===== config.mk =====
export PLATFORM = sky130hd
export DESIGN_NAME = cantmc_top
export DESIGN_NICKNAME = d
export VERILOG_FILES = /design/src/design/cantmc_pkg.sv /design/src/design/cantmc_skid.sv /design/src/design/cantmc_top.sv
export SDC_FILE = /design/constraint.sdc
export NUM_CORES = 1
export LEC_CHECK = 0
export ABC_CLOCK_PERIOD_IN_PS = 4980
export BUFFER_PORTS_ARGS = -buffer_cell sky130_fd_sc_hd__buf_2
export CORE_ASPECT_RATIO = 1.25
export CORE_MARGIN = 2
export CORE_UTILIZATION = 50
export DETAILED_ROUTE_END_ITERATION = 12
export GPL_TIMING_DRIVEN = 0
export PLACE_DENSITY = 0.64
export SLEW_MARGIN = 20
export SYNTH_ARGS = -nofsm -noshare
export SYNTH_HDL_FRONTEND = slang
export SYNTH_SLANG_ARGS = --single-unit

===== constraint.sdc =====
create_clock -name i_mclk -period 4.98 [get_ports i_mclk]
set_input_delay 0.996 -clock i_mclk [delete_from_list [all_inputs] [get_ports i_mclk]]
set_output_delay 0.996 -clock i_mclk [all_outputs]
set_load 0.01 [all_outputs]

===== src/design/cantmc_pkg.sv =====
// shared types and constants for the transceiver mode control block
package cantmc_pkg;

  // transceiver mode field, upper bit set means supply monitoring active
  typedef enum logic [1:0] {
    CANTMC_OFF    = 2'b00,
    CANTMC_WAKE   = 2'b01,
    CANTMC_RXONLY = 2'b10,
    CANTMC_NORMAL = 2'b11
  } cantmc_mode_t;

  typedef enum logic [2:0] {
    CANTMC_CHIP_NORMAL   = 3'h0,
    CANTMC_CHIP_STOP     = 3'h1,
    CANTMC_CHIP_SLEEP    = 3'h2,
    CANTMC_CHIP_RESTART  = 3'h3,
    CANTMC_CHIP_FAILSAFE = 3'h4
  } cantmc_chip_t;

  typedef enum logic [1:0] {
    CANTMC_TERM_NONE = 2'h0,
    CANTMC_TERM_HALF = 2'h1,
    CANTMC_TERM_GND  = 2'h2,
    CANTMC_TERM_2V5  = 2'h3
  } cantmc_term_t;

  // one bus sample: receiver level, high is recessive
  typedef struct packed {
    logic bus_rx;
  } cantmc_word_t;

  localparam cantmc_mode_t RESET_MODE = CANTMC_OFF;

  // times in ns, plain defaults that an integrator may override
  localparam int CLK_NS          = 40;
  localparam int EN_SETTLE_NS    = 2000;
  localparam int WAKE_MIN_NS     = 1000;
  localparam int WAKE_MAX_NS     = 4000;
  localparam int SILENCE_NS      = 8000;
  localparam int TX_TIMEOUT_NS   = 16000;
  localparam int CLAMP_NS        = 32000;

  // least times round up, longest times round down
  localparam int EN_SETTLE_CYC   = (EN_SETTLE_NS + CLK_NS - 1) / CLK_NS;
  localparam int WAKE_MIN_CYC    = (WAKE_MIN_NS + CLK_NS - 1) / CLK_NS;
  localparam int WAKE_MAX_CYC    = WAKE_MAX_NS / CLK_NS;
  localparam int SILENCE_CYC     = (SILENCE_NS + CLK_NS - 1) / CLK_NS;
  localparam int TX_TIMEOUT_CYC  = (TX_TIMEOUT_NS + CLK_NS - 1) / CLK_NS;
  localparam int CLAMP_CYC       = (CLAMP_NS + CLK_NS - 1) / CLK_NS;

  localparam int CNT_W = 12;

endpackage


===== src/design/cantmc_skid.sv =====
// two-entry buffer carrying receiver samples toward the receive output
`timescale 1ns/1ps
`default_nettype none
module cantmc_skid (
  input  wire logic                 i_mclk,
  input  wire logic                 i_resetn,
  input  wire logic                 i_valid,
  output logic                      o_ready,
  input  wire cantmc_pkg::cantmc_word_t i_data,
  output logic                      o_valid,
  input  wire logic                 i_ready,
  output cantmc_pkg::cantmc_word_t  o_data
);

  typedef struct packed {
    cantmc_pkg::cantmc_word_t [1:0] mem;
    logic                           wp;
    logic                           rp;
    logic [1:0]                     cnt;
  } cantmc_skid_t;

  cantmc_skid_t st;
  cantmc_skid_t next_st;
  logic         push;
  logic         pop;

  assign o_ready = (st.cnt != 2'h2);
  assign o_valid = (st.cnt != 2'h0);
  assign o_data  = st.mem[st.rp];
  assign push    = i_valid && o_ready;
  assign pop     = o_valid && i_ready;

  always_comb begin
    next_st = st;
    if (push) begin
      next_st.mem[st.wp] = i_data;
      next_st.wp = ~st.wp;
    end
    if (pop) begin
      next_st.rp = ~st.rp;
    end
    next_st.cnt = st.cnt + {1'b0, push} - {1'b0, pop};
  end

  always_ff @(posedge i_mclk or negedge i_resetn) begin
    if (!i_resetn) begin
      st <= '0;
    end else begin
      st <= next_st;
    end
  end

endmodule
`default_nettype wire


===== src/design/cantmc_top.sv =====
// transceiver mode control, wake detection and bus supervision
`timescale 1ns/1ps
`default_nettype none
module cantmc_top #(
  parameter int EN_SETTLE_CYC  = cantmc_pkg::EN_SETTLE_CYC,
  parameter int WAKE_MIN_CYC   = cantmc_pkg::WAKE_MIN_CYC,
  parameter int WAKE_MAX_CYC   = cantmc_pkg::WAKE_MAX_CYC,
  parameter int SILENCE_CYC    = cantmc_pkg::SILENCE_CYC,
  parameter int TX_TIMEOUT_CYC = cantmc_pkg::TX_TIMEOUT_CYC,
  parameter int CLAMP_CYC      = cantmc_pkg::CLAMP_CYC
) (
  input  wire logic                     i_mclk,
  input  wire logic                     i_resetn,
  input  wire cantmc_pkg::cantmc_chip_t i_chip_mode,
  input  wire logic                     i_mode_wr,
  input  wire cantmc_pkg::cantmc_mode_t i_mode_sel,
  input  wire logic                     i_tx_data_in,
  input  wire logic                     i_bus_rx,
  input  wire logic                     i_supply_uv,
  input  wire logic                     i_watchdog_on_bus_wake,
  input  wire logic                     i_watchdog_enabled,
  input  wire logic                     i_wake_status_clr,
  input  wire logic                     i_fault_clr,
  input  wire logic                     i_uv_clr,
  output cantmc_pkg::cantmc_mode_t      o_mode,
  output logic                          o_rx_data_out,
  output logic                          o_bus_drive_dom,
  output cantmc_pkg::cantmc_term_t      o_term,
  output logic                          o_interrupt_out_n,
  output logic                          o_wake_status_reg0,
  output logic                          o_fault_flag,
  output logic                          o_supply_undervolt_flag,
  output logic                          o_watchdog_enable_req,
  output logic                          o_restart_req
);

  typedef enum logic [1:0] {
    WK_IDLE = 2'b00,
    WK_DOM1 = 2'b01,
    WK_REC  = 2'b10,
    WK_DOM2 = 2'b11
  } cantmc_wk_t;

  typedef struct packed {
    cantmc_pkg::cantmc_mode_t mode;
    cantmc_pkg::cantmc_chip_t chip_prev;
    cantmc_wk_t               wk;
    logic [11:0]              wk_cnt;
    logic                     woken;
    logic [11:0]              en_cnt;
    logic                     en_done;
    logic                     tx_arm;
    logic [11:0]              txto_cnt;
    logic                     txto;
    logic [11:0]              clamp_cnt;
    logic [11:0]              sil_cnt;
    logic                     rx;
    logic                     drive;
    cantmc_pkg::cantmc_term_t term;
    logic                     irq_n;
    logic                     wake_stat;
    logic                     fault;
    logic                     uvf;
    logic                     wd_req;
    logic                     rst_req;
  } cantmc_state_t;

  cantmc_state_t            st;
  cantmc_state_t            next_st;
  logic                     buf_out_vld;
  cantmc_pkg::cantmc_word_t buf_out;
  cantmc_pkg::cantmc_word_t buf_in;
  function automatic logic [11:0] cnt_inc(input logic [11:0] c);
    cnt_inc = (c == 12'hfff) ? c : c + 12'h001;
  endfunction
  function automatic logic in_win(input logic [11:0] c, input int lo, input int hi);
    in_win = (int'(c) >= lo) && (int'(c) < hi);
  endfunction
  assign buf_in.bus_rx = i_bus_rx;
  // sample path to the receive output; always drained, so no word is lost
  cantmc_skid u_skid (
    .i_mclk   (i_mclk),
    .i_resetn (i_resetn),
    .i_valid  (1'b1),
    .o_ready  (),
    .i_data   (buf_in),
    .o_valid  (buf_out_vld),
    .i_ready  (1'b1),
    .o_data   (buf_out)
  );

  always_comb begin
    logic mode_ok;
    logic wake_evt;
    logic chg;
    logic dom_tx;
    logic dom_bus;
    mode_ok  = 1'b0;
    wake_evt = 1'b0;
    chg      = 1'b0;
    dom_tx   = !i_tx_data_in;
    dom_bus  = !i_bus_rx;
    next_st  = st;
    next_st.chip_prev = i_chip_mode;
    next_st.wd_req  = 1'b0;
    next_st.rst_req = 1'b0;
    // mode selection, permitted per chip mode
    if (i_chip_mode == cantmc_pkg::CANTMC_CHIP_FAILSAFE) begin
      if (st.mode != cantmc_pkg::CANTMC_WAKE) begin
        next_st.mode = cantmc_pkg::CANTMC_WAKE;
        chg = 1'b1;
      end
    end else if (i_mode_wr) begin
      case (i_mode_sel)
        cantmc_pkg::CANTMC_OFF:    mode_ok = 1'b1;
        cantmc_pkg::CANTMC_NORMAL:
          mode_ok = (i_chip_mode == cantmc_pkg::CANTMC_CHIP_NORMAL);
        cantmc_pkg::CANTMC_RXONLY:
          mode_ok = (i_chip_mode == cantmc_pkg::CANTMC_CHIP_NORMAL) ||
                    (i_chip_mode == cantmc_pkg::CANTMC_CHIP_STOP);
        cantmc_pkg::CANTMC_WAKE:
          mode_ok = (i_chip_mode != cantmc_pkg::CANTMC_CHIP_FAILSAFE);
        default:   mode_ok = 1'b0;
      endcase
      if (mode_ok && (i_mode_sel != st.mode)) begin
        next_st.mode = i_mode_sel;
        chg = 1'b1;
      end
    end
    // leaving or entering any mode clears the woken state; writing the current mode again does not
    if (chg) begin
      next_st.woken   = 1'b0;
      next_st.wk      = WK_IDLE;
      next_st.wk_cnt  = '0;
      next_st.sil_cnt = '0;
      next_st.en_cnt  = '0;
      next_st.en_done = 1'b0;
      next_st.tx_arm  = 1'b0;
    end
    if ((i_chip_mode != st.chip_prev) &&
        ((i_chip_mode == cantmc_pkg::CANTMC_CHIP_STOP) ||
         (i_chip_mode == cantmc_pkg::CANTMC_CHIP_SLEEP) ||
         (i_chip_mode == cantmc_pkg::CANTMC_CHIP_FAILSAFE))) begin
      next_st.woken = 1'b0;
      next_st.wk    = WK_IDLE;
    end
    // wake pattern detector, active only in wake capable and not woken
    if (!chg && st.mode == cantmc_pkg::CANTMC_WAKE && !st.woken) begin
      next_st.wk_cnt = cnt_inc(st.wk_cnt);
      case (st.wk)
        WK_IDLE: if (dom_bus) begin
          next_st.wk = WK_DOM1;
          next_st.wk_cnt = 12'h001;
        end
        WK_DOM1: if (!dom_bus) begin
          next_st.wk = in_win(st.wk_cnt, WAKE_MIN_CYC, WAKE_MAX_CYC) ? WK_REC : WK_IDLE;
          next_st.wk_cnt = 12'h001;
        end
        WK_REC: if (dom_bus) begin
          next_st.wk = in_win(st.wk_cnt, WAKE_MIN_CYC + 1, WAKE_MAX_CYC) ? WK_DOM2 : WK_DOM1;
          next_st.wk_cnt = 12'h001;
        end else if (int'(st.wk_cnt) >= WAKE_MAX_CYC) begin
          next_st.wk = WK_IDLE;
        end
        WK_DOM2: begin
          if (int'(st.wk_cnt) >= WAKE_MIN_CYC && int'(st.wk_cnt) < WAKE_MAX_CYC) begin
            wake_evt = 1'b1;
            next_st.wk = WK_IDLE;
          end else if (!dom_bus) begin
            next_st.wk = WK_REC;
            next_st.wk_cnt = 12'h001;
          end
        end
        default: next_st.wk = WK_IDLE;
      endcase
    end
    // wake reaction per chip mode; mode field keeps reading wake capable
    if (wake_evt) begin
      next_st.woken = 1'b1;
      next_st.wake_stat = 1'b1;
      case (i_chip_mode)
        cantmc_pkg::CANTMC_CHIP_NORMAL: next_st.irq_n = 1'b0;
        cantmc_pkg::CANTMC_CHIP_STOP: begin
          next_st.irq_n = 1'b0;
          next_st.wd_req = i_watchdog_on_bus_wake && !i_watchdog_enabled;
        end
        cantmc_pkg::CANTMC_CHIP_SLEEP,
        cantmc_pkg::CANTMC_CHIP_FAILSAFE: next_st.rst_req = 1'b1;
        default: next_st.rst_req = 1'b0;
      endcase
    end else if (i_wake_status_clr) begin
      next_st.wake_stat = 1'b0;
      next_st.irq_n = 1'b1;
    end
    // enable settle: dominant during or spanning the settle time is suppressed
    if (!chg && st.mode == cantmc_pkg::CANTMC_NORMAL) begin
      if (!st.en_done) begin
        next_st.en_cnt = cnt_inc(st.en_cnt);
        next_st.en_done = (int'(st.en_cnt) + 1 >= EN_SETTLE_CYC);
      end else if (!dom_tx) begin
        next_st.tx_arm = 1'b1;
      end
    end
    // transmit dominant time-out
    if (st.mode == cantmc_pkg::CANTMC_NORMAL && dom_tx) begin
      next_st.txto_cnt = cnt_inc(st.txto_cnt);
      if (int'(st.txto_cnt) + 1 > TX_TIMEOUT_CYC) begin
        next_st.txto = 1'b1;
      end
    end else begin
      next_st.txto_cnt = '0;
      next_st.txto = 1'b0;
    end
    // bus clamp detection
    if (st.mode[1] && dom_bus) begin
      next_st.clamp_cnt = cnt_inc(st.clamp_cnt);
    end else begin
      next_st.clamp_cnt = '0;
    end
    // fault flag: set wins over clear
    if ((st.mode == cantmc_pkg::CANTMC_NORMAL && dom_tx &&
         int'(st.txto_cnt) + 1 > TX_TIMEOUT_CYC) ||
        (st.mode[1] && dom_bus && int'(st.clamp_cnt) + 1 > CLAMP_CYC)) begin
      next_st.fault = 1'b1;
    end else if (i_fault_clr) begin
      next_st.fault = 1'b0;
    end
    // undervoltage flag, only watched with upper mode bit set
    if (st.mode[1] && i_supply_uv) begin
      next_st.uvf = 1'b1;
    end else if (i_uv_clr) begin
      next_st.uvf = 1'b0;
    end
    // driver: normal mode, armed, no time-out, no undervoltage
    next_st.drive = (next_st.mode == cantmc_pkg::CANTMC_NORMAL) && next_st.tx_arm &&
                    !next_st.txto && !(st.mode[1] && i_supply_uv) && dom_tx;
    // receive output
    if (st.mode == cantmc_pkg::CANTMC_WAKE && (st.woken || wake_evt) && !chg) begin
      next_st.rx = 1'b0;
    end else if (st.mode[1] && buf_out_vld) begin
      next_st.rx = buf_out.bus_rx;
    end else begin
      next_st.rx = 1'b1;
    end
    // termination and silence timer
    if (st.mode == cantmc_pkg::CANTMC_WAKE && !chg) begin
      next_st.sil_cnt = cnt_inc(st.sil_cnt);
    end
    case (next_st.mode)
      cantmc_pkg::CANTMC_NORMAL: next_st.term = cantmc_pkg::CANTMC_TERM_HALF;
      cantmc_pkg::CANTMC_RXONLY:
        next_st.term = i_supply_uv ? cantmc_pkg::CANTMC_TERM_2V5
                                   : cantmc_pkg::CANTMC_TERM_HALF;
      cantmc_pkg::CANTMC_WAKE:
        if (next_st.woken) next_st.term = cantmc_pkg::CANTMC_TERM_2V5;
        else if (int'(next_st.sil_cnt) >= SILENCE_CYC) next_st.term = cantmc_pkg::CANTMC_TERM_GND;
        else next_st.term = cantmc_pkg::CANTMC_TERM_NONE;
      default: next_st.term = cantmc_pkg::CANTMC_TERM_NONE;
    endcase
  end

  always_ff @(posedge i_mclk or negedge i_resetn) begin
    if (!i_resetn) begin
      st <= '0;
      st.mode  <= cantmc_pkg::RESET_MODE;
      st.rx    <= 1'b1;
      st.irq_n <= 1'b1;
    end else begin
      st <= next_st;
    end
  end

  assign o_mode                  = st.mode;
  assign o_rx_data_out           = st.rx;
  assign o_bus_drive_dom         = st.drive;
  assign o_term                  = st.term;
  assign o_interrupt_out_n       = st.irq_n;
  assign o_wake_status_reg0      = st.wake_stat;
  assign o_fault_flag            = st.fault;
  assign o_supply_undervolt_flag = st.uvf;
  assign o_watchdog_enable_req   = st.wd_req;
  assign o_restart_req           = st.rst_req;

  // assertions
  initial if (CLAMP_CYC <= TX_TIMEOUT_CYC) $error("clamp time not above time-out");
endmodule
`default_nettype wire


# [After elaboration in Yosys (flattened, before gate mapping)]
# Cells that the tools add are included.
# W data, S select, Z words.
[classes] n_addsub=10 multipliers=0 div_mod_pow=0 magnitude_cmp=11 eq_ne=28 n_shift=0 muxes=65 bitwise=2 reduce_logical=44
[op_table] cell="$mux W12" count=10
[op_table] cell="$mux W14" count=5
[op_table] cell="$add A12 B1 Y12 const B" count=5
[op_table] cell="$eq A12 B12 Y1 const B" count=5
[op_table] cell="$pmux W14 S4" count=1
[op_table] cell="$add A12 B1 Y13 const B" count=3
[op_table] cell="$mux W2" count=16
[op_table] cell="$mux W29" count=1
[op_table] cell="$mux W1" count=26
[op_table] cell="$mux W13" count=2
[op_table] cell="$ge A12 B5 Y1 const B" count=2
[op_table] cell="$logic_and A1 B1 Y1" count=21
[op_table] cell="$eq A2 B2 Y1 const B" count=7
[op_table] cell="$ge A13 B6 Y1 const B" count=1
[op_table] cell="$gt A13 B10 Y1 const B" count=1
[op_table] cell="$gt A13 B9 Y1 const B" count=1
[op_table] cell="$ge A12 B7 Y1 const B" count=1
[op_table] cell="$ge A12 B8 Y1 const B" count=1
[op_table] cell="$lt A12 B7 Y1 const B" count=1
[op_table] cell="$reduce_bool A2 Y1" count=5
[op_table] cell="$eq A2 B1 Y1 const B" count=4
[op_table] cell="$ne A2 B2 Y1 const B" count=4
[op_table] cell="$logic_not A1 Y1" count=7
[op_table] cell="$ne A3 B3 Y1 const B" count=2
[op_table] cell="20 further kinds" count=28
[totals] ff_bits=87 latch_bits=0 mem_bits_rw=0 romBits=0 inputBits=16 out_inout_bits=12 wordCells=186 mem_count=0

# [Depth between registers and ports, before layout]
# Gate-level depths: netlist (run 1).
[logic_depth] depth_word=17 mapped_depth=9

# [Hierarchy]
# A second synthesis (run 1) with hierarchy kept.
[unflattened] cells_unflattened=575 hier_area_um2=5175.0
[by_module_without_submodules] mod="cantmc_top" n_inst=1 cells_each=548 area_per_inst_um2=4850.9 seq_area_each_um2=2029.4
[by_module_without_submodules] mod="cantmc_skid" n_inst=1 cells_each=27 area_per_inst_um2=324.1 seq_area_each_um2=150.1

# [Worst setup path after synthesis (run 1)]
# Ideal clock, no wire load.
[synth_path] path_kind="in2reg" startpoint="in i_chip_mode[1]" endpoint="reg st (netlist bit o_term[1])" t_arrival_ns=2.483 setup_slack_ns=2.413 cell_stages=7 cell_sequence="buf_2 -> a21o_1 -> a21oi_1 -> a32o_2 -> or3b_1 -> a311o_1 -> a41oi_2"
[synth_rtl] element="from (decl)" line_no="cantmc_top.sv:14" text="input wire cantmc_pkg::cantmc_chip_t i_chip_mode,"
[synth_rtl] element="to (signal assigned)" line_no="cantmc_top.sv:269" text="st <= next_st;"
[synth_rtl] element="to (decl)" line_no="cantmc_top.sv:68" text="cantmc_state_t st;"

==> impl_metrics.ini, run 1 <==
[run_status]
status = complete, no violations

[clock_network]
root_buffer = clkbuf_16
cts_tree = yes
clock_sinks = 87
cts_buffer_depth = 2
clk_pin_slew_ns = 0.06
ctsResizeCount = 0
clkLatencyLatePin_ns = 0.34
post-cts-setup-buffers = 0
holdBufCountCts = 0
htree_levels = 3
cts_buffers = 9

[synth]
seq_area_frac_synth = 0.434
synth-warning-count = 0
netlist_top_cells_area = dfrtp_1, nor2_1, a21oi_1, nand3_1, xor2_1
ys_seq_elements = 87
synth_top_cell_by_area = dfrtp_1
synth_cells = 556
avgSynthCellArea_sq_um = 9.03
yosys_most_used_dff = dfrtp_1
synthArstFlopShare = 1.00
synth_nets = 581
synth_area_sq_mm = 0.00502
yosysUniqueCellTypes = 71
synth_edf_count = 0
synth_top_area_frac = 0.424

[floorplan]
die-area_sq_mm = 0.0109
start_util = 0.517
die_h_um = 116
die_w_um = 93.6
fp-row-count = 40
ios = 28
coreArea_sq_mm = 0.00971

[pwr]
p_per_area_mw_per_mm2 = 319
p_leak_nw = 2.39
peakVddDrop_mv = 0.244

[global_routing]
track_usage = 0.210
antenna_found_initial = 0
grt_pass1_wl_mm = 18.2
overflow = 0
grt_max_degree = 46
grt_pass1_vias = 3972

[drt]
dr.first_iter.drc_count = 256
drt-total-wl_mm = 10.4
wl_per_cell_um = 14.3
vias = 4128
dr.pass1.iters = 6
avgViaCountPerCell = 5.69
route.detailed.drc = 0
detail-route-antenna-nets = 0

[finish]
layout_common_cells = dfrtp_1, nor2_1, a21oi_1
final_nets = 620
syn_to_final_growth_pct = 12.4
antennaDiodeCount = 0
drive_gt1_frac = 0.133
layout_commonest_cell = dfrtp_1

[sta]
fmax_ghz = 0.368
grt_setup_unrepaired = no
relSlewSlack = 0.415
period_needed_ns = 2.72
setup_viol = 0
finalMaxSlewViolations = 0
worst_pin_slew_ns = 0.877
finalCritPeriodShare = 0.546
holdWs_ns = 0.485
setup_tns_ns = 0
hold_viol_final = 0
clock_skew_ns = 0.00652

[hold_path]
min-delay-start = u_skid.st[2]
min_path_type = flip-flop to flip-flop
hold_depth = 1
min_to = u_skid.st[2]

[worst_setup_path]
critPathMaxFanout = 10
reg2reg_to = st[54]
crit_path_start_kind = input port
endpoint_kind = flip-flop
crit_type = input port to flip-flop
r2r_start = st[49]
cp.arrival_ns = 2.93
worst-r2r-cell-count = 8
reg2reg_setup_slack_ns = 2.49
cp.required_ns = 5.19

[placement]
place_hpwl_mm = 7.53
gp_congestion = 0.878
io_buffers = 27

[run]
maxCapViolations = 0
[cells in the mapped netlist (all sizes together), types with 3 or more instances]
cell type / instances
a31oi: 15
clkbuf: 17
and2: 7
dfrtp: 85
o22ai: 3
xnor2: 17
mux2: 3
nor2: 53
o21a: 3
xor2: 18
nor4: 6
and4: 4
ha: 9
a41oi: 4
buf: 16
mux2i: 8
or2: 5
o211ai: 3
a311oi: 3
nor3: 21
inv: 26
nor2b: 6
nand2b: 4
o21ai: 30
nand3: 34
nand4: 19
and3: 5
nor3b: 5
a21oi: 39
a21boi: 5
nand2: 38
nand3b: 4
[per-layer routing]
layer	up-vias	GRT usage	wire length [um]
li1	2079	-	-
met1	1983	0.265	4790
met2	52	0.353	5110
met3	14	0.0442	297
met4	0	0.0850	207
met5	-	0	0
[cell families (layout without fill, tap and decap cells)]
logic type / after synthesis / after routing / synth area share
mux: 11 / 11 / 0.0227
xor+xnor: 35 / 35 / 0.0611
fa+ha+maj: 9 / 9 / 0.0224
buf+inv: 59 / 103 / 0.0543
compound gates: 133 / 133 / 0.175
other cells: 1 / 1 / 0.000747
flops: 87 / 87 / 0.434
simple gates: 221 / 221 / 0.230
[state kept, by name, summed over array words and instances, names as in the netlist]
name,count
o_bus_drive_dom,1
o_fault_flag,1
o_interrupt_out_n,1
o_mode,2
o_restart_req,1
o_rx_data_out,1
o_supply_undervolt_flag,1
o_term,2
o_wake_status_reg0,1
o_watchdog_enable_req,1
st,69
u_skid.st,6
[worst max-delay path by stage]
stage | cells after the start | endpoint | from | slack [ns]
after floorplan | 7 | o_term[1] | i_chip_mode[1] | 2.41
after global placement | 8 | st[15] | i_chip_mode[1] | 1.94
after detailed placement | 8 | st[12] | i_chip_mode[1] | 1.89
after CTS | 8 | st[12] | i_chip_mode[1] | 2.25
after global routing | 8 | st[12] | i_chip_mode[1] | 2.12
final | 8 | st[10] | i_chip_mode[1] | 2.26
[final cells by class]
class | instances | area (sq um)
Buffer | 33 | 175
Clock buffer | 9 | 225
Clock inverter | 7 | 73.8
Fill cell | 908 | 4070
Inverter | 26 | 97.6
Multi-Input combinational cell | 410 | 2570
Sequential cell | 87 | 2180
Tap cell | 126 | 158
Timing Repair Buffer | 28 | 165
[power by group]
part | total (mW) | internal (mW) | switching (mW)
clock | 0.664 | 0.389 | 0.275
sequential | 0.819 | 0.758 | 0.0612
combinational | 0.314 | 0.133 | 0.181
[worst max-delay path, stage by stage]
cell	delay [ns]
buf_2	0.10
buf_2	0.16
a21o_1	0.16
a21oi_1	0.34
a32o_2	0.24
clkbuf_1	0.42
clkbuf_1	0.40
nor2_1	0.10
[metrics by stage]
| step | power [mW] | instance area, sq um | setup WS, ns | std cells | util |
|---|---|---|---|---|---|
| after floorplan | 1.05 | 5020 | 2.41 | 556 | - |
| after global placement | 1.14 | 5310 | 1.94 | 709 | 0.547 |
| after detailed placement | 1.15 | 5340 | 1.89 | 710 | 0.550 |
| after CTS | 1.82 | 5640 | 2.25 | 726 | 0.581 |
| after global routing | 1.91 | 5640 | 2.12 | 726 | 0.581 |
| final | 1.80 | 5640 | 2.26 | 726 | 0.581 |
(Power assumes the default switching activity.)
==> run 2: changes to the inputs <==
ABC_CLOCK_PERIOD_IN_PS = 2220   (was 4980)
PLACE_DENSITY = 0.67   (was 0.64)
clock period = 2.22 ns   (was 4.98 ns; I/O delays follow)
==> run 2 against run 1 <==
Against the previous run:
- clock skew down 0.00069 ns
- sequential power is 130% higher
- critical path depth shrank 1
- die area unchanged
- wire length increased by 3.1%
- largest power group unchanged
- highest routed layer unchanged
==> impl_metrics.ini, run 2 (synthesized netlist as in run 1, its figures left out) <==
[run_status]
status = complete, no violations

[drt]
wl_per_cell_um = 14.7
route.detailed.drc = 0
dr.first_iter.drc_count = 182
vias = 4160
drt-total-wl_mm = 10.7
dr.pass1.iters = 4
detail-route-antenna-nets = 0
avgViaCountPerCell = 5.70

[worst_setup_path]
reg2reg_setup_slack_ns = 0.06
endpoint_kind = flip-flop
reg2reg_to = o_term[1]
critPathMaxFanout = 10
worstPathCellList = buf_6 > nand2b_4 > buf_6 > a32o_2 > or3b_4 > a311o_1 > a41oi_2
slowest_delay_ns = 0.41
worst-r2r-cell-count = 7
r2r_start = o_mode[1]
crit_type = flip-flop to flip-flop
crit_slowest_cell = or3b_4
cp.required_ns = 2.47
crit_path_frequent_cell = buf_6
critical-path-top-delay-family = compound AO/OA/AOI/OAI gates
cp.arrival_ns = 2.41
crit_path_start_kind = flip-flop
cp_num_buf_inv = 2

[floorplan]
die_h_um = 116
start_util = 0.517
coreArea_sq_mm = 0.00971
ios = 28
fp-row-count = 40
die-area_sq_mm = 0.0109
die_w_um = 93.6

[sta]
holdWs_ns = 0.0526
period_needed_ns = 2.16
finalMaxSlewViolations = 0
fmax_ghz = 0.463
finalCritPeriodShare = 0.974
postLayoutSetupSlackWorst_ns = 0.0579
relSlewSlack = 0.657
setup_viol = 0
clock_skew_ns = 0.00583
worst_pin_slew_ns = 0.514
hold_viol_final = 0

[finish]
top_regs = st (69), u_skid.st (6)
syn_to_final_growth_pct = 15.9
fillers = 850
drive_gt1_frac = 0.177
layout_commonest_cell = dfrtp_1
largest_reg_flops = 69
layout_common_cells = dfrtp_1, nor2_1, a21oi_1
final_nets = 624
layout.cells.non_filler = 730
regMostFlops = st
antennaDiodeCount = 0

[pwr]
power.internal_mw = 2.95
seqPwrFrac = 0.449
p_sw_mw = 1.18
pwr-share-clk = 0.361
total_power_mw = 4.13
peakVddDrop_mv = 0.623
p_leak_nw = 2.47
pwr-share-comb = 0.189
p_per_area_mw_per_mm2 = 709
sw_frac_of_total = 0.285

[global_routing]
grt_pass1_wl_mm = 18.5
antenna_found_initial = 0
track_usage = 0.213
grt_pass1_vias = 4110
grt_max_degree = 56
overflow = 0

[clock_network]
htree_levels = 3
clk_pin_slew_ns = 0.06
clock_sinks = 87
cts_tree = yes
clkLatencyLatePin_ns = 0.34
cts_buffer_depth = 2
root_buffer = clkbuf_16
holdBufCountCts = 0
cts_buffers = 9

[hold_path]
min_path_type = input port to asynchronous set/reset pin

[run]
maxCapViolations = 0

[placement]
post-place-ws_ns = -0.325
dp_cells = 710
place_hpwl_mm = 7.64
io_buffers = 27
gp_congestion = 0.871
-- run 2: cell types whose count changed in the layout (fill, tap and decap cells not counted), sizes merged --
| cell | before | now |
|---|---|---|
| clkinv | 5 | 3 |
| clkbuf | 26 | 25 |
| clkinvlp | 1 | 0 |
| buf | 44 | 52 |
-- run 2: cell type report --
class                      instances  area (sq um)  share of cell area
sequential                        87          2180               0.375
timing repair buffer              36           238              0.0408
clock buffer                      12           246              0.0423
tap                              126           158              0.0271
clock inverter                     4          45.0             0.00774
multi-input combinational        410          2690               0.462
inverter                          26          97.6              0.0168
buffer                            29           166              0.0286
-- run 2: metal layers --
metal  vias to the layer above  share of wire  GRT usage
met2                        66           0.50      0.376
met1                      1993           0.45      0.258
li1                       2088              -          -
met3                        13          0.035     0.0416
met4                         0          0.014     0.0773
met5                         -              0          0
-- run 2: worst max-delay path by stage --
stage	start	end	slack, ns	cells past startpoint
2_1_floorplan	st[49]	st[54]	0.15	8
3_3_place_gp	i_chip_mode[1]	st[14]	-0.28	8
3_5_place_dp	i_chip_mode[1]	st[12]	-0.32	8
4_1_cts	o_mode[1]	o_term[1]	0.02	7
5_1_grt	st[17]	o_term[1]	-0.003	6
6_report	o_mode[1]	o_term[1]	0.06	7
-- run 2: power by group through the flow --
stage                     registers (mW)  logic [mW]  clock network [mW]
after floorplan                     1.84       0.516                   0
after global placement              1.86       0.680                   0
after detailed placement            1.87       0.725                   0
after CTS                           1.85       0.740                1.53
after global routing                1.87       0.887                1.61
final                               1.85       0.781                1.49
-- run 2: through the flow --
stage | instance area [sq um] | setup TNS [ns] | util
2_1_floorplan | 5020 | 0 | -
3_3_place_gp | 5310 | -9.80 | 0.547
3_5_place_dp | 5340 | -7.71 | 0.550
4_1_cts | 5670 | 0 | 0.584
5_1_grt | 5820 | -0.00311 | 0.600
6_report | 5820 | 0 | 0.600
-- run 2: what timing repair did --
item | CTS | global route
setup buffers | 1 | 7
setup endpoints to repair | 28 | 44
pin swaps | 3 | 6
resized for setup | 6 | 25
